## src/cwrc_pkg.sv

```systemverilog
// Constants, register map and carrier types of the clock, watchdog and reset-cause block
package cwrc_pkg;
	// Timing
	localparam int CLK_PERIOD_PS = 25000;
	localparam int RST_PULSE_NS = 200;
	localparam int RST_PULSE_CYC = (RST_PULSE_NS * 1000 + CLK_PERIOD_PS - 1) / CLK_PERIOD_PS;
	localparam logic [3:0] RST_CNT_LOAD = 4'(RST_PULSE_CYC - 1);
	// Structure
	localparam int NUM_SRC = 4;
	localparam int NUM_DIV = 16;
	localparam int NUM_FIXED_DIV = 12;
	localparam int DIV_W = 16;
	localparam int ANALOG_DIV = 0;
	// Clock source encodings
	localparam logic [1:0] SRC_MAIN = 2'h0;
	localparam logic [1:0] SRC_LP = 2'h1;
	localparam logic [1:0] SRC_XTAL = 2'h2;
	localparam logic [1:0] SRC_EXT = 2'h3;
	// Main oscillator frequency code in MHz
	localparam logic [5:0] OSC_FREQ_RST = 6'h18;
	localparam logic [5:0] OSC_FREQ_MIN = 6'h03;
	localparam logic [5:0] OSC_FREQ_MAX = 6'h30;
	localparam int TRIM_W = 8;
	// Watchdog
	localparam logic [15:0] WDT_TIMEOUT_RST = 16'h1000;
	localparam int WDT_EN_BIT = 0;
	localparam int WDT_MODE_BIT = 1;
	// Calibration window in low-power oscillator edges
	localparam logic [7:0] CAL_LF_EDGES = 8'h08;
	localparam int CAL_W = 24;
	// Interrupt and reset-cause bits
	localparam int IRQ_WDT = 0;
	localparam int IRQ_CAL = 1;
	localparam int IRQ_SW = 2;
	localparam int IRQ_W = 3;
	localparam int CAUSE_SW = 0;
	localparam int CAUSE_WDT = 1;
	localparam int CAUSE_PIN = 2;
	localparam int CAUSE_W = 3;
	// Register byte offsets
	localparam logic [7:0] OFS_CLK_SEL = 8'h00;
	localparam logic [7:0] OFS_OSC_FREQ = 8'h04;
	localparam logic [7:0] OFS_OSC_TRIM = 8'h08;
	localparam logic [7:0] OFS_WDT_TIMEOUT = 8'h0C;
	localparam logic [7:0] OFS_WDT_CTRL = 8'h10;
	localparam logic [7:0] OFS_WDT_SERVICE = 8'h14;
	localparam logic [7:0] OFS_RST_CAUSE = 8'h18;
	localparam logic [7:0] OFS_SW_RESET = 8'h1C;
	localparam logic [7:0] OFS_INT_STATUS = 8'h20;
	localparam logic [7:0] OFS_INT_MASK = 8'h24;
	localparam logic [7:0] OFS_CAL = 8'h28;
	localparam logic [7:0] OFS_STATUS = 8'h2C;
	localparam logic [7:0] OFS_DIV_BASE = 8'h40;
	localparam logic [7:0] OFS_DIV_END = 8'h7C;
	// Register bus request
	typedef struct packed {
		logic [7:0] addr;
		logic [31:0] wdata;
		logic wr;
		logic rd;
	} cwrc_bus_req_type;
	// Glitch-free switch states
	typedef enum logic [2:0] {
		SW_RUN = 3'b001,
		SW_DRAIN = 3'b010,
		SW_ARM = 3'b100
	} cwrc_sw_state_type;
endpackage : cwrc_pkg

```

## src/cwrc_top.sv

```systemverilog
// Clock selection, dividers, oscillator control, watchdog and reset-cause record
// Summary of operation
// RULE1: Source changes never glitch the delivered root clock
// RULE2: Asynchronous inputs pass three-stage synchronisers
// RULE3: Four sources: crystal, main, low-power, external
// RULE4: Divided clocks are enables aligned to root
// RULE5: Sixteen 16-bit dividers; twelve fixed, four programmable; here all sixteen are programmable
// RULE6: Analog divider edge precedes digital divider edges
// RULE7: Main oscillator 24 MHz reset, 3-48 range
// RULE8: Trim loaded from storage, rewritable while running
// RULE9: Low-power edges measured against main oscillator
// RULE10: Watchdog on low clock gives reset or interrupt
// RULE11: Watchdog reset sets watchdog cause bit
// RULE12: Software, watchdog, pin reset requests, asynchronous assertion
// RULE13: Reset cause survives the reset it reports
// RULE14: Dedicated active-low pin requests external reset
// RULE15: Service write restarts the watchdog count
//
// Implementation choices: the placing of the registers and the strobed register port.
`timescale 1ns/1ps
`default_nettype none
module cwrc_top (
	input wire logic clock_i,
	input wire logic rst_i,
	input wire cwrc_pkg::cwrc_bus_req_type bus_i,
	output logic [31:0] rdata_o,
	input wire logic main_internal_osc_i,
	input wire logic lowpower_internal_osc_i,
	input wire logic crystal_32k_osc_i,
	input wire logic ext_clk_i,
	input wire logic external_reset_pin_n_i,
	input wire logic [cwrc_pkg::TRIM_W-1:0] trim_nvm_i,
	output logic high_freq_root_clock_o,
	output logic [cwrc_pkg::NUM_DIV-1:0] div_en_o,
	output logic [5:0] main_osc_freq_o,
	output logic [cwrc_pkg::TRIM_W-1:0] main_osc_trim_o,
	output logic system_reset_o,
	output logic irq_o
);
	import cwrc_pkg::*;

	logic [NUM_SRC-1:0] src_raw;
	logic [NUM_SRC-1:0] sync1_r;
	logic [NUM_SRC-1:0] sync2_r;
	logic [NUM_SRC-1:0] sync3_r;
	logic [NUM_SRC-1:0] filt_r;
	logic [NUM_SRC-1:0] filt_d_r;
	logic [NUM_SRC-1:0] src_rise;
	logic pin1_r, pin2_r, pin3_r, pin_filt_n_r, pin_d_n_r;
	logic [1:0] sel_req_r, sel_act_r;
	cwrc_sw_state_type sw_state_r;
	logic root_r, root_d_r, root_rise;
	logic [DIV_W-1:0] div_val_r [NUM_DIV];
	logic [DIV_W-1:0] div_cnt_r [NUM_DIV];
	logic [NUM_DIV-1:0] div_hit;
	logic [NUM_DIV-1:0] div_stage_r;
	logic [5:0] freq_r;
	logic [TRIM_W-1:0] trim_r;
	logic trim_loaded_r;
	logic [15:0] wdt_timeout_r, wdt_cnt_r;
	logic wdt_en_r, wdt_mode_rst_r, wdt_expire;
	logic cal_busy_r;
	logic [7:0] cal_lf_r;
	logic [CAL_W-1:0] cal_cnt_r, cal_res_r;
	logic [IRQ_W-1:0] int_st_r, int_mask_r, int_set;
	logic [CAUSE_W-1:0] cause_r;
	logic [3:0] rst_cnt_r;
	logic rst_busy_r, sys_rst_s, sw_rst_req;
	logic wr_sel, rd_sel;
	logic [31:0] rd_val;

	assign src_raw = {ext_clk_i, crystal_32k_osc_i, lowpower_internal_osc_i, main_internal_osc_i};
	assign wr_sel = bus_i.wr;
	assign rd_sel = bus_i.rd;

	// Three-stage synchronisers; a level change counts once stages two and three agree
	generate
		for (genvar s = 0; s < NUM_SRC; s++)
		begin : g_sync
			always_ff @(posedge clock_i or posedge rst_i)
			begin
				if (rst_i)
				begin
					sync1_r[s] <= 1'b0;
					sync2_r[s] <= 1'b0;
					sync3_r[s] <= 1'b0;
					filt_r[s] <= 1'b0;
					filt_d_r[s] <= 1'b0;
				end
				else
				begin
					sync1_r[s] <= src_raw[s]; // [RULE2]
					sync2_r[s] <= sync1_r[s];
					sync3_r[s] <= sync2_r[s];
					if (sync2_r[s] == sync3_r[s])
						filt_r[s] <= sync3_r[s]; // [RULE2]
					filt_d_r[s] <= filt_r[s];
				end
			end
			assign src_rise[s] = filt_r[s] & ~filt_d_r[s];
		end
	endgenerate

	// Reset pin synchroniser: records the cause, reinitialises config and holds system reset until release
	always_ff @(posedge clock_i or posedge rst_i)
	begin
		if (rst_i)
		begin
			pin1_r <= 1'b1;
			pin2_r <= 1'b1;
			pin3_r <= 1'b1;
			pin_filt_n_r <= 1'b1;
			pin_d_n_r <= 1'b1;
		end
		else
		begin
			pin1_r <= external_reset_pin_n_i; // [RULE14]
			pin2_r <= pin1_r;
			pin3_r <= pin2_r;
			if (pin2_r == pin3_r)
				pin_filt_n_r <= pin3_r;
			pin_d_n_r <= pin_filt_n_r;
		end
	end

	// Software and watchdog requests are stretched to a fixed reset pulse
	assign sw_rst_req = wr_sel && bus_i.addr == OFS_SW_RESET && bus_i.wdata[0];
	always_ff @(posedge clock_i or posedge rst_i)
	begin
		if (rst_i)
		begin
			rst_cnt_r <= 4'h0;
			rst_busy_r <= 1'b0;
		end
		else if (sw_rst_req || (wdt_expire && wdt_mode_rst_r))
		begin
			rst_cnt_r <= RST_CNT_LOAD; // [RULE12]
			rst_busy_r <= 1'b1;
		end
		else if (rst_cnt_r != 4'h0)
			rst_cnt_r <= rst_cnt_r - 4'h1;
		else
			rst_busy_r <= 1'b0;
	end
	assign sys_rst_s = rst_busy_r | ~pin_filt_n_r;
	// Pin path is combinational so the reset asserts even with no clock running
	// Also held until the filtered pin releases, so the chip never leaves reset before this block
	assign system_reset_o = rst_i | sys_rst_s | ~external_reset_pin_n_i; // [RULE12] [RULE14]

	// Reset cause: cleared only by power-on reset or write-one, never by system reset
	always_ff @(posedge clock_i or posedge rst_i)
	begin
		if (rst_i)
			cause_r <= '0;
		else
		begin
			cause_r <= (cause_r & ~((wr_sel && bus_i.addr == OFS_RST_CAUSE) ?
				bus_i.wdata[CAUSE_W-1:0] : '0))
				| {~pin_filt_n_r & pin_d_n_r, wdt_expire & wdt_mode_rst_r, sw_rst_req}; // [RULE11] [RULE13]
		end
	end

	// Configuration registers, returned to defaults by any system reset
	always_ff @(posedge clock_i or posedge rst_i)
	begin
		if (rst_i)
		begin
			sel_req_r <= SRC_MAIN;
			freq_r <= OSC_FREQ_RST;
			wdt_timeout_r <= WDT_TIMEOUT_RST;
			wdt_en_r <= 1'b0;
			wdt_mode_rst_r <= 1'b0;
			int_mask_r <= '0;
		end
		else if (sys_rst_s)
		begin
			sel_req_r <= SRC_MAIN;
			freq_r <= OSC_FREQ_RST; // [RULE7]
			wdt_timeout_r <= WDT_TIMEOUT_RST;
			wdt_en_r <= 1'b0;
			wdt_mode_rst_r <= 1'b0;
			int_mask_r <= '0;
		end
		else if (wr_sel)
		begin
			case (bus_i.addr)
				OFS_CLK_SEL: sel_req_r <= bus_i.wdata[1:0]; // [RULE3]
				OFS_OSC_FREQ:
				begin
					// Out-of-range codes are clamped, the oscillator never leaves its band
					if (bus_i.wdata[5:0] < OSC_FREQ_MIN || bus_i.wdata[31:6] != '0)
						freq_r <= (bus_i.wdata[31:6] != '0) ? OSC_FREQ_MAX : OSC_FREQ_MIN; // [RULE7]
					else if (bus_i.wdata[5:0] > OSC_FREQ_MAX)
						freq_r <= OSC_FREQ_MAX;
					else
						freq_r <= bus_i.wdata[5:0]; // [RULE7]
				end
				OFS_WDT_TIMEOUT: wdt_timeout_r <= bus_i.wdata[15:0];
				OFS_WDT_CTRL:
				begin
					wdt_en_r <= bus_i.wdata[WDT_EN_BIT];
					wdt_mode_rst_r <= bus_i.wdata[WDT_MODE_BIT];
				end
				OFS_INT_MASK: int_mask_r <= bus_i.wdata[IRQ_W-1:0];
				default: ;
			endcase
		end
	end

	// Trim: taken from storage after each reset release, then software may overwrite it
	always_ff @(posedge clock_i or posedge rst_i)
	begin
		if (rst_i)
		begin
			trim_r <= '0;
			trim_loaded_r <= 1'b0;
		end
		else if (sys_rst_s)
			trim_loaded_r <= 1'b0;
		else if (!trim_loaded_r)
		begin
			trim_r <= trim_nvm_i; // [RULE8]
			trim_loaded_r <= 1'b1;
		end
		else if (wr_sel && bus_i.addr == OFS_OSC_TRIM)
			trim_r <= bus_i.wdata[TRIM_W-1:0]; // [RULE8]
	end
	assign main_osc_freq_o = freq_r;
	assign main_osc_trim_o = trim_r;

	// Glitch-free switch: park output low, wait for new source low, then follow it
	always_ff @(posedge clock_i or posedge rst_i)
	begin
		if (rst_i)
		begin
			sw_state_r <= SW_RUN;
			sel_act_r <= SRC_MAIN;
			root_r <= 1'b0;
		end
		else
		begin
			case (sw_state_r)
				SW_RUN:
				begin
					root_r <= filt_r[sel_act_r];
					if (sel_req_r != sel_act_r)
						sw_state_r <= SW_DRAIN;
				end
				SW_DRAIN:
				begin
					// Let the old high phase finish so no phase is cut short
					if (!filt_r[sel_act_r])
					begin
						root_r <= 1'b0; // [RULE1]
						sel_act_r <= sel_req_r;
						sw_state_r <= SW_ARM;
					end
					else
						root_r <= 1'b1;
				end
				SW_ARM:
				begin
					root_r <= 1'b0;
					if (!filt_r[sel_act_r])
						sw_state_r <= SW_RUN; // [RULE1]
				end
				default:
				begin
					sw_state_r <= SW_RUN;
					root_r <= 1'b0;
				end
			endcase
		end
	end
	always_ff @(posedge clock_i or posedge rst_i)
	begin
		if (rst_i)
			root_d_r <= 1'b0;
		else
			root_d_r <= root_r;
	end
	assign root_rise = root_r & ~root_d_r;
	assign high_freq_root_clock_o = root_r;

	// Dividers: each gives one enable per (value+1) root edges, on a root edge
	generate
		for (genvar d = 0; d < NUM_DIV; d++)
		begin : g_div
			assign div_hit[d] = root_rise && div_cnt_r[d] == div_val_r[d]; // [RULE4]
			always_ff @(posedge clock_i or posedge rst_i)
			begin
				if (rst_i)
				begin
					div_val_r[d] <= '0;
					div_cnt_r[d] <= '0;
					div_stage_r[d] <= 1'b0;
				end
				else
				begin
					if (sys_rst_s)
						div_val_r[d] <= '0;
					else if (wr_sel && bus_i.addr == OFS_DIV_BASE + 8'(d * 4))
						div_val_r[d] <= bus_i.wdata[DIV_W-1:0]; // [RULE5]
					if (sys_rst_s)
						div_cnt_r[d] <= '0;
					else if (div_hit[d])
						div_cnt_r[d] <= '0;
					else if (root_rise)
						div_cnt_r[d] <= div_cnt_r[d] + 16'h0001; // [RULE4]
					div_stage_r[d] <= div_hit[d];
				end
			end
			// Analog enable leaves one cycle before each digital enable from the same root edge
			if (d == ANALOG_DIV)
			begin : g_ana
				assign div_en_o[d] = div_stage_r[d]; // [RULE6]
			end
			else
			begin : g_dig
				logic late_r;
				always_ff @(posedge clock_i or posedge rst_i)
				begin
					if (rst_i)
						late_r <= 1'b0;
					else
						late_r <= div_stage_r[d]; // [RULE6]
				end
				assign div_en_o[d] = late_r;
			end
		end
	endgenerate

	// Watchdog counts low-power edges; no sleep input gates it, so it runs in sleep
	assign wdt_expire = wdt_en_r && src_rise[SRC_LP] && wdt_cnt_r == wdt_timeout_r; // [RULE10]
	always_ff @(posedge clock_i or posedge rst_i)
	begin
		if (rst_i)
			wdt_cnt_r <= '0;
		else if (sys_rst_s || !wdt_en_r)
			wdt_cnt_r <= '0;
		else if (wr_sel && bus_i.addr == OFS_WDT_SERVICE)
			wdt_cnt_r <= '0; // [RULE15]
		else if (wdt_expire)
			wdt_cnt_r <= '0;
		else if (src_rise[SRC_LP])
			wdt_cnt_r <= wdt_cnt_r + 16'h0001; // [RULE10]
	end

	// Calibration counts main oscillator edges over a window of low-power edges
	always_ff @(posedge clock_i or posedge rst_i)
	begin
		if (rst_i)
		begin
			cal_busy_r <= 1'b0;
			cal_lf_r <= '0;
			cal_cnt_r <= '0;
			cal_res_r <= '0;
		end
		else if (!cal_busy_r)
		begin
			if (wr_sel && bus_i.addr == OFS_CAL && bus_i.wdata[0])
			begin
				cal_busy_r <= 1'b1;
				cal_lf_r <= '0;
				cal_cnt_r <= '0;
			end
		end
		else
		begin
			if (src_rise[SRC_MAIN])
				cal_cnt_r <= cal_cnt_r + 24'h000001; // [RULE9]
			if (src_rise[SRC_LP])
				cal_lf_r <= cal_lf_r + 8'h01;
			if (src_rise[SRC_LP] && cal_lf_r == CAL_LF_EDGES - 8'h01)
			begin
				cal_busy_r <= 1'b0;
				cal_res_r <= cal_cnt_r; // [RULE9]
			end
		end
	end

	// Sticky interrupt status; a new event wins over a same-cycle clear
	assign int_set[IRQ_WDT] = wdt_expire & ~wdt_mode_rst_r; // [RULE10]
	assign int_set[IRQ_CAL] = cal_busy_r && src_rise[SRC_LP] && cal_lf_r == CAL_LF_EDGES - 8'h01;
	assign int_set[IRQ_SW] = sw_state_r == SW_ARM && !filt_r[sel_act_r];
	always_ff @(posedge clock_i or posedge rst_i)
	begin
		if (rst_i)
			int_st_r <= '0;
		else
			int_st_r <= (int_st_r & ~((wr_sel && bus_i.addr == OFS_INT_STATUS) ?
				bus_i.wdata[IRQ_W-1:0] : '0)) | int_set;
	end
	assign irq_o = |(int_st_r & int_mask_r);

	// Read multiplexer; unmapped offsets read as zero
	always_comb
	begin
		rd_val = 32'h00000000;
		case (bus_i.addr)
			OFS_CLK_SEL: rd_val = {30'h0, sel_req_r};
			OFS_OSC_FREQ: rd_val = {26'h0, freq_r};
			OFS_OSC_TRIM: rd_val = {24'h0, trim_r};
			OFS_WDT_TIMEOUT: rd_val = {16'h0, wdt_timeout_r};
			OFS_WDT_CTRL: rd_val = {30'h0, wdt_mode_rst_r, wdt_en_r};
			OFS_WDT_SERVICE: rd_val = {16'h0, wdt_cnt_r};
			OFS_RST_CAUSE: rd_val = {29'h0, cause_r};
			OFS_INT_STATUS: rd_val = {29'h0, int_st_r};
			OFS_INT_MASK: rd_val = {29'h0, int_mask_r};
			OFS_CAL: rd_val = {cal_res_r, 7'h0, cal_busy_r};
			OFS_STATUS: rd_val = {27'h0, sw_state_r, sel_act_r};
			default:
				if (bus_i.addr >= OFS_DIV_BASE && bus_i.addr <= OFS_DIV_END && bus_i.addr[1:0] == 2'h0)
					rd_val = {16'h0, div_val_r[bus_i.addr[5:2]]};
		endcase
	end
	always_ff @(posedge clock_i or posedge rst_i)
	begin
		if (rst_i)
			rdata_o <= '0;
		else
			rdata_o <= rd_sel ? rd_val : 32'h00000000;
	end
endmodule : cwrc_top
`default_nettype wire

```

## config.mk

```make
export PLATFORM = sky130hd
export DESIGN_NAME = cwrc_top
export DESIGN_NICKNAME = d
export VERILOG_FILES = /design/src/cwrc_pkg.sv /design/src/cwrc_top.sv
export SDC_FILE = /design/constraint.sdc
export NUM_CORES = 2
export LEC_CHECK = 0
export ABC_AREA = 1
export BUFFER_PORTS_ARGS = -buffer_cell sky130_fd_sc_hd__buf_2
export CAP_MARGIN = 25
export CORE_ASPECT_RATIO = 1.25
export CORE_UTILIZATION = 40
export CTS_CLUSTER_DIAMETER = 40
export DETAILED_ROUTE_END_ITERATION = 6
export GPL_TIMING_DRIVEN = 0
export PLACE_DENSITY = 0.57
export SLEW_MARGIN = 10
export SYNTH_ARGS = -nofsm -noshare
export SYNTH_HDL_FRONTEND = slang
export SYNTH_SLANG_ARGS = --single-unit
export TNS_END_PERCENT = 30
```

## constraint.sdc

```tcl
create_clock -name clock_i -period 46.7 [get_ports clock_i]
set_clock_uncertainty 0.1 [all_clocks]
set_input_delay 7.005 -clock clock_i [delete_from_list [all_inputs] [get_ports clock_i]]
set_output_delay 7.005 -clock clock_i [all_outputs]
set_load 0.05 [all_outputs]
```

After elaboration in Yosys (flattened, before gate mapping)
Index checks and enable logic that the tools add are counted.
- bits in registers: 727
- input bits: 57
- ROM bits: 0
- bits in writable memories: 0
- word-level logic and storage cells: 468
- memories kept: 0
- bits in latches: 0
- bitwise gates (word level): 25
- add/subtract/negate cells: 20
- shifts and indexed selects: 0
- order comparisons: 6
- equal/unequal tests: 61
- multiplexer cells: 137
- reduce and logical (&&, ||, !) cells: 111
- multiply operators: 0
- div/mod/pow operators: 0
- operator list (kind ; number):
    $mux 16 ; 90
    $pmux 32 s11 ; 1
    $add 16x1->16 const B ; 17
    $eq 16x16->1 ; 17
    $eq 8x7->1 const B ; 16
    $mux 24 ; 3
    $bmux 16 s4 ; 1
    $logic_and 1x1->1 ; 49
    $reduce_bool 2->1 ; 24
    $reduce_bool 3->1 ; 16
    $mux 8 ; 5
    $mux 6 ; 6
    $eq 8x5->1 const B ; 4
    $eq 8x6->1 const B ; 4
    $mux 32 ; 1
    $reduce_bool 26->1 ; 1
    $add 24x1->24 const B ; 1
    $mux 3 ; 8
    $reduce_and 2->1 ; 10
    $eq 8x3->1 const B ; 2
    $eq 8x4->1 const B ; 2
    $mux 1 ; 14
    $ne 2x2->1 const B ; 6
    $and 3x3->3 ; 3
    32 further kinds ; 59

Longest topological paths before layout
- depth in word-level cells: 7
- depth in mapped cells: 12
- mapped depth without buffers: 11

Least setup slack after synthesis
OpenSTA, ideal clock, no wires.
- path kind: input -> output
- start point: input rst_i
- end point: output system_reset_o
- data arrival time: 27.303 ns
- required time: 39.595 ns
- buffers on the path: 0
- stages: 2
- slack: 12.292 ns
- cells stage by stage: inv_1 -> nand3_1
- cells in the longest elaborated chain, start to end: 2
- RTL lines (item ; RTL line ; source):
    start: declaration ; cwrc_top.sv:24 ; input wire logic rst_i,
    $or 1x1->1 (2 in a row) ; cwrc_top.sv:148 ; assign system_reset_o = rst_i | sys_rst_s | ~external_reset_pin_n_i;
    end: declaration ; cwrc_top.sv:37 ; output logic system_reset_o,
No other way between the ends.

Worst setup path in the final report
Same ends and word-level chain as after synthesis.

==> reports/results.ini <==
[run_status]
status = finished clean

[grt]
grt.met3_usage = 0.0522
grt_pass1_wl_um = 245000
grt_pass1_vias = 37532
met2_usage = 0.535
antenna_found_initial = 9
gr-max-usage-layer = met2
grt_overflow = 0
met1_usage = 0.411
grt_usage = 0.331
grt_max_degree = 111

[logic_synthesis]
syn_area_mm2 = 0.0397
synth_edf_count = 0
syn_avg_cell_area_um2 = 7.41
synthTopCellsByCount = nand2_1, nor2_1, dfrtp_1, inv_1, o21ai_0
synthFlopType = dfrtp_1
synth_top_area_share = 0.452
syn_inst = 5360
ys_warn_count = 0
synth.most_common_cell = nand2_1
yosysUniqueCellTypes = 61
yosysSeqAreaShare = 0.458
synth_seq_cells = 727
synth_fp_nets = 5437
ys_top_cells_by_area = dfrtp_1, nand2_1, nor2_1, o21ai_0, inv_1
yosysTopAreaCell = dfrtp_1
ys_async_sr_fraction = 1.00

[pwr]
p_sw_frac = 0.356
p_leak_nw = 21.2
combinationalPowerShare = 0.200
clockPowerShare = 0.425
p_int_mw = 1.31
seqPwrFrac = 0.375
power.switching_mw = 0.725
peakVddDrop_mv = 0.0320
p_per_area_mw_per_mm2 = 44.1

[final_layout]
fin_area_mm2 = 0.0463
nFillCells = 9852
final_nets = 5693
drive_above_1_share = 0.0959
syn2layout_area_growth_pct = 16.4

[floorplan]
start_util = 0.406
io_pins = 122
fp.dieH_um = 354
core_area_mm2 = 0.0979
die-area_mm2 = 0.101
die_width_um = 284
row_count = 128

[flow_run]
max_cap_violations = 0

[sta]
finalSetupTns_ns = 0
timing.fmax_mhz = 64.0
relSlewSlack = 0.207
post-route-min-period_ns = 15.63
rsz0062_at_grt = no
hold_viol_final = 0
setup_viol = 0
tightest_slew_ns = 1.19
fin_crit_sh = 0.335
slew_viol_final = 0

[clock_tree]
ctsHoldBuffers = 0
clk_latency_ns = 0.74
clk_pin_slew_ns = 0.05
cts_buffers = 112
cts-resized-gates = 0
cts.sinks = 727
ctsRootBufferMaster = clkbuf_16
tritoncts = done
clock_path_buffers = 3
cts.htree.levels = 3
cts_setup_buffers = 0

[worst_setup_path]
startpoint_type = input port
crit_fanout = 110
critPathMaxStageDelay_ns = 0.41
critPathMostFrequentCell = buf_2
path_cells = buf_2 > inv_8 > buf_16 > nand3_1 > buf_2
cpMaxStageDelayCell = buf_16
worstSetupPathType = in -> out
end_kind = output port
critical_path_arrival_ns = 8.52
critical_path_required_ns = 39.60

[detailed_routing]
dr.pass1.iters = 6
wl_um = 166000
viasPerCell = 5.51
drc = 0
wl_per_cell_um = 23.7
drtIter0Drc = 3968
final_antenna_net_count = 0
vias = 38677

[placed_design]
place_hpwl_um = 126000
port_buffers = 120
gp_congestion = 1.06
placed_cell_area_mm2 = 0.0424

[worst_hold_path]
hold_class = reg -> reg

## final cells by class
cell class,count,area (um2),area share
diodes,7,17.5,0.000379
plain buffers,189,892,0.0193
clock buffers,135,2990,0.0646
clock inverters,79,883,0.0191
inverters,611,2300,0.0497
multi-input cells,3833,18300,0.397
flip-flops and latches,727,18200,0.394
well taps,1300,1630,0.0352
repair buffers,142,996,0.0215
## layer usage
metal,wire (um),vias to the layer above
met5,0,-
met4,11800,0
met3,11900,439
met2,76300,1657
met1,66300,18619
li1,-,17962
## registers in the layout, summed over array words and instances (netlist names), 3 cells and up
register	flops
main_osc_trim_o	8
sync2_r	4
cause_r	3
sync1_r	4
rst_cnt_r	4
wdt_cnt_r	16
wdt_timeout_r	16
cal_lf_r	8
div_stage_r	15
sync3_r	4
sw_state_r	3
main_osc_freq_o	6
rdata_o	32
cal_cnt_r	24
g_div.g_dig.late_r	15
int_st_r	3
div_val_r	256
filt_r	4
cal_res_r	24
int_mask_r	3
div_cnt_r	256
## worst max-delay path: cells and delay by family
| kind | cells | cell delay (ns) |
|---|---|---|
| simple gates | 1 | 0.15 |
| buf+inv | 4 | 1.14 |
## final timing paths
check                                from               endpoint  slack, ns  cells after the start
hold reg to reg            div_stage_r[1]  g_div[1].g_dig.late_r       0.23                      0
setup / recovery                    rst_i         system_reset_o      31.07                      5
hold / removal             div_stage_r[1]  g_div[1].g_dig.late_r       0.23                      0
max in group asynchronous           rst_i        div_stage_r[10]      38.34                      5
min in group asynchronous           rst_i         div_cnt_r[109]       6.23                      2
setup reg to reg             pin_filt_n_r         div_cnt_r[127]      42.69                      7
## power groups by stage
stage	sequential [mW]	combinational, mW	clock [mW]
floorplan	0.748	0.228	0
global placement	0.772	0.391	0
detailed placement	0.772	0.400	0
CTS	0.761	0.401	0.876
global route	0.768	0.439	0.903
finish	0.765	0.408	0.866
## layout by cell type, fill, tap and decap left out, types with 10 or more instances in the layout
cell type and instances:
nand2_1 1344, xnor2_1 50, ha_1 20, inv_1 597, nand3b_1 16, clkbuf_2 11, nand4_1 158, nor3_1 122
clkbuf_8 10, inv_2 12, o21ai_1 44, clkbuf_1 115, buf_8 10, dfrtp_1 718, nand2_2 12, a22oi_1 16
clkbuf_16 112, nor2_2 16, o22ai_1 75, clkinv_2 12, or2_2 47, buf_4 23, nor2_1 757, o211ai_1 15
nand3_1 289, nor3b_1 15, o21ai_0 480, nor4_1 36, inv_6 23, xor2_1 137, clkinvlp_4 13, buf_2 165
a21oi_1 96
## through the flow
stage          total power [mW]   util  cells  hold WS (ns)  worst slack (ns)
6_report                   2.04  0.473   7023         0.227             31.07
5_1_grt                    2.11  0.473   7017         0.250             30.92
4_1_cts                    2.04  0.473   7016         0.232             31.05
3_5_place_dp               1.17  0.433   6802         0.235             31.06
3_3_place_gp               1.16  0.429   6780         0.233             10.24
2_1_floorplan             0.976      -   5360         0.231             12.29
## cells by family after synthesis
kind of cell	synth area share
and+or+nand+nor	0.307
DFF	0.458
muxes	0.000504
buffers and inverters	0.0798
adders and majority gates	0.00756
AOI/OAI and AO/OA	0.106
xor gates and xnor gates	0.0412
Note: power is estimated with default switching activity, not from simulation.
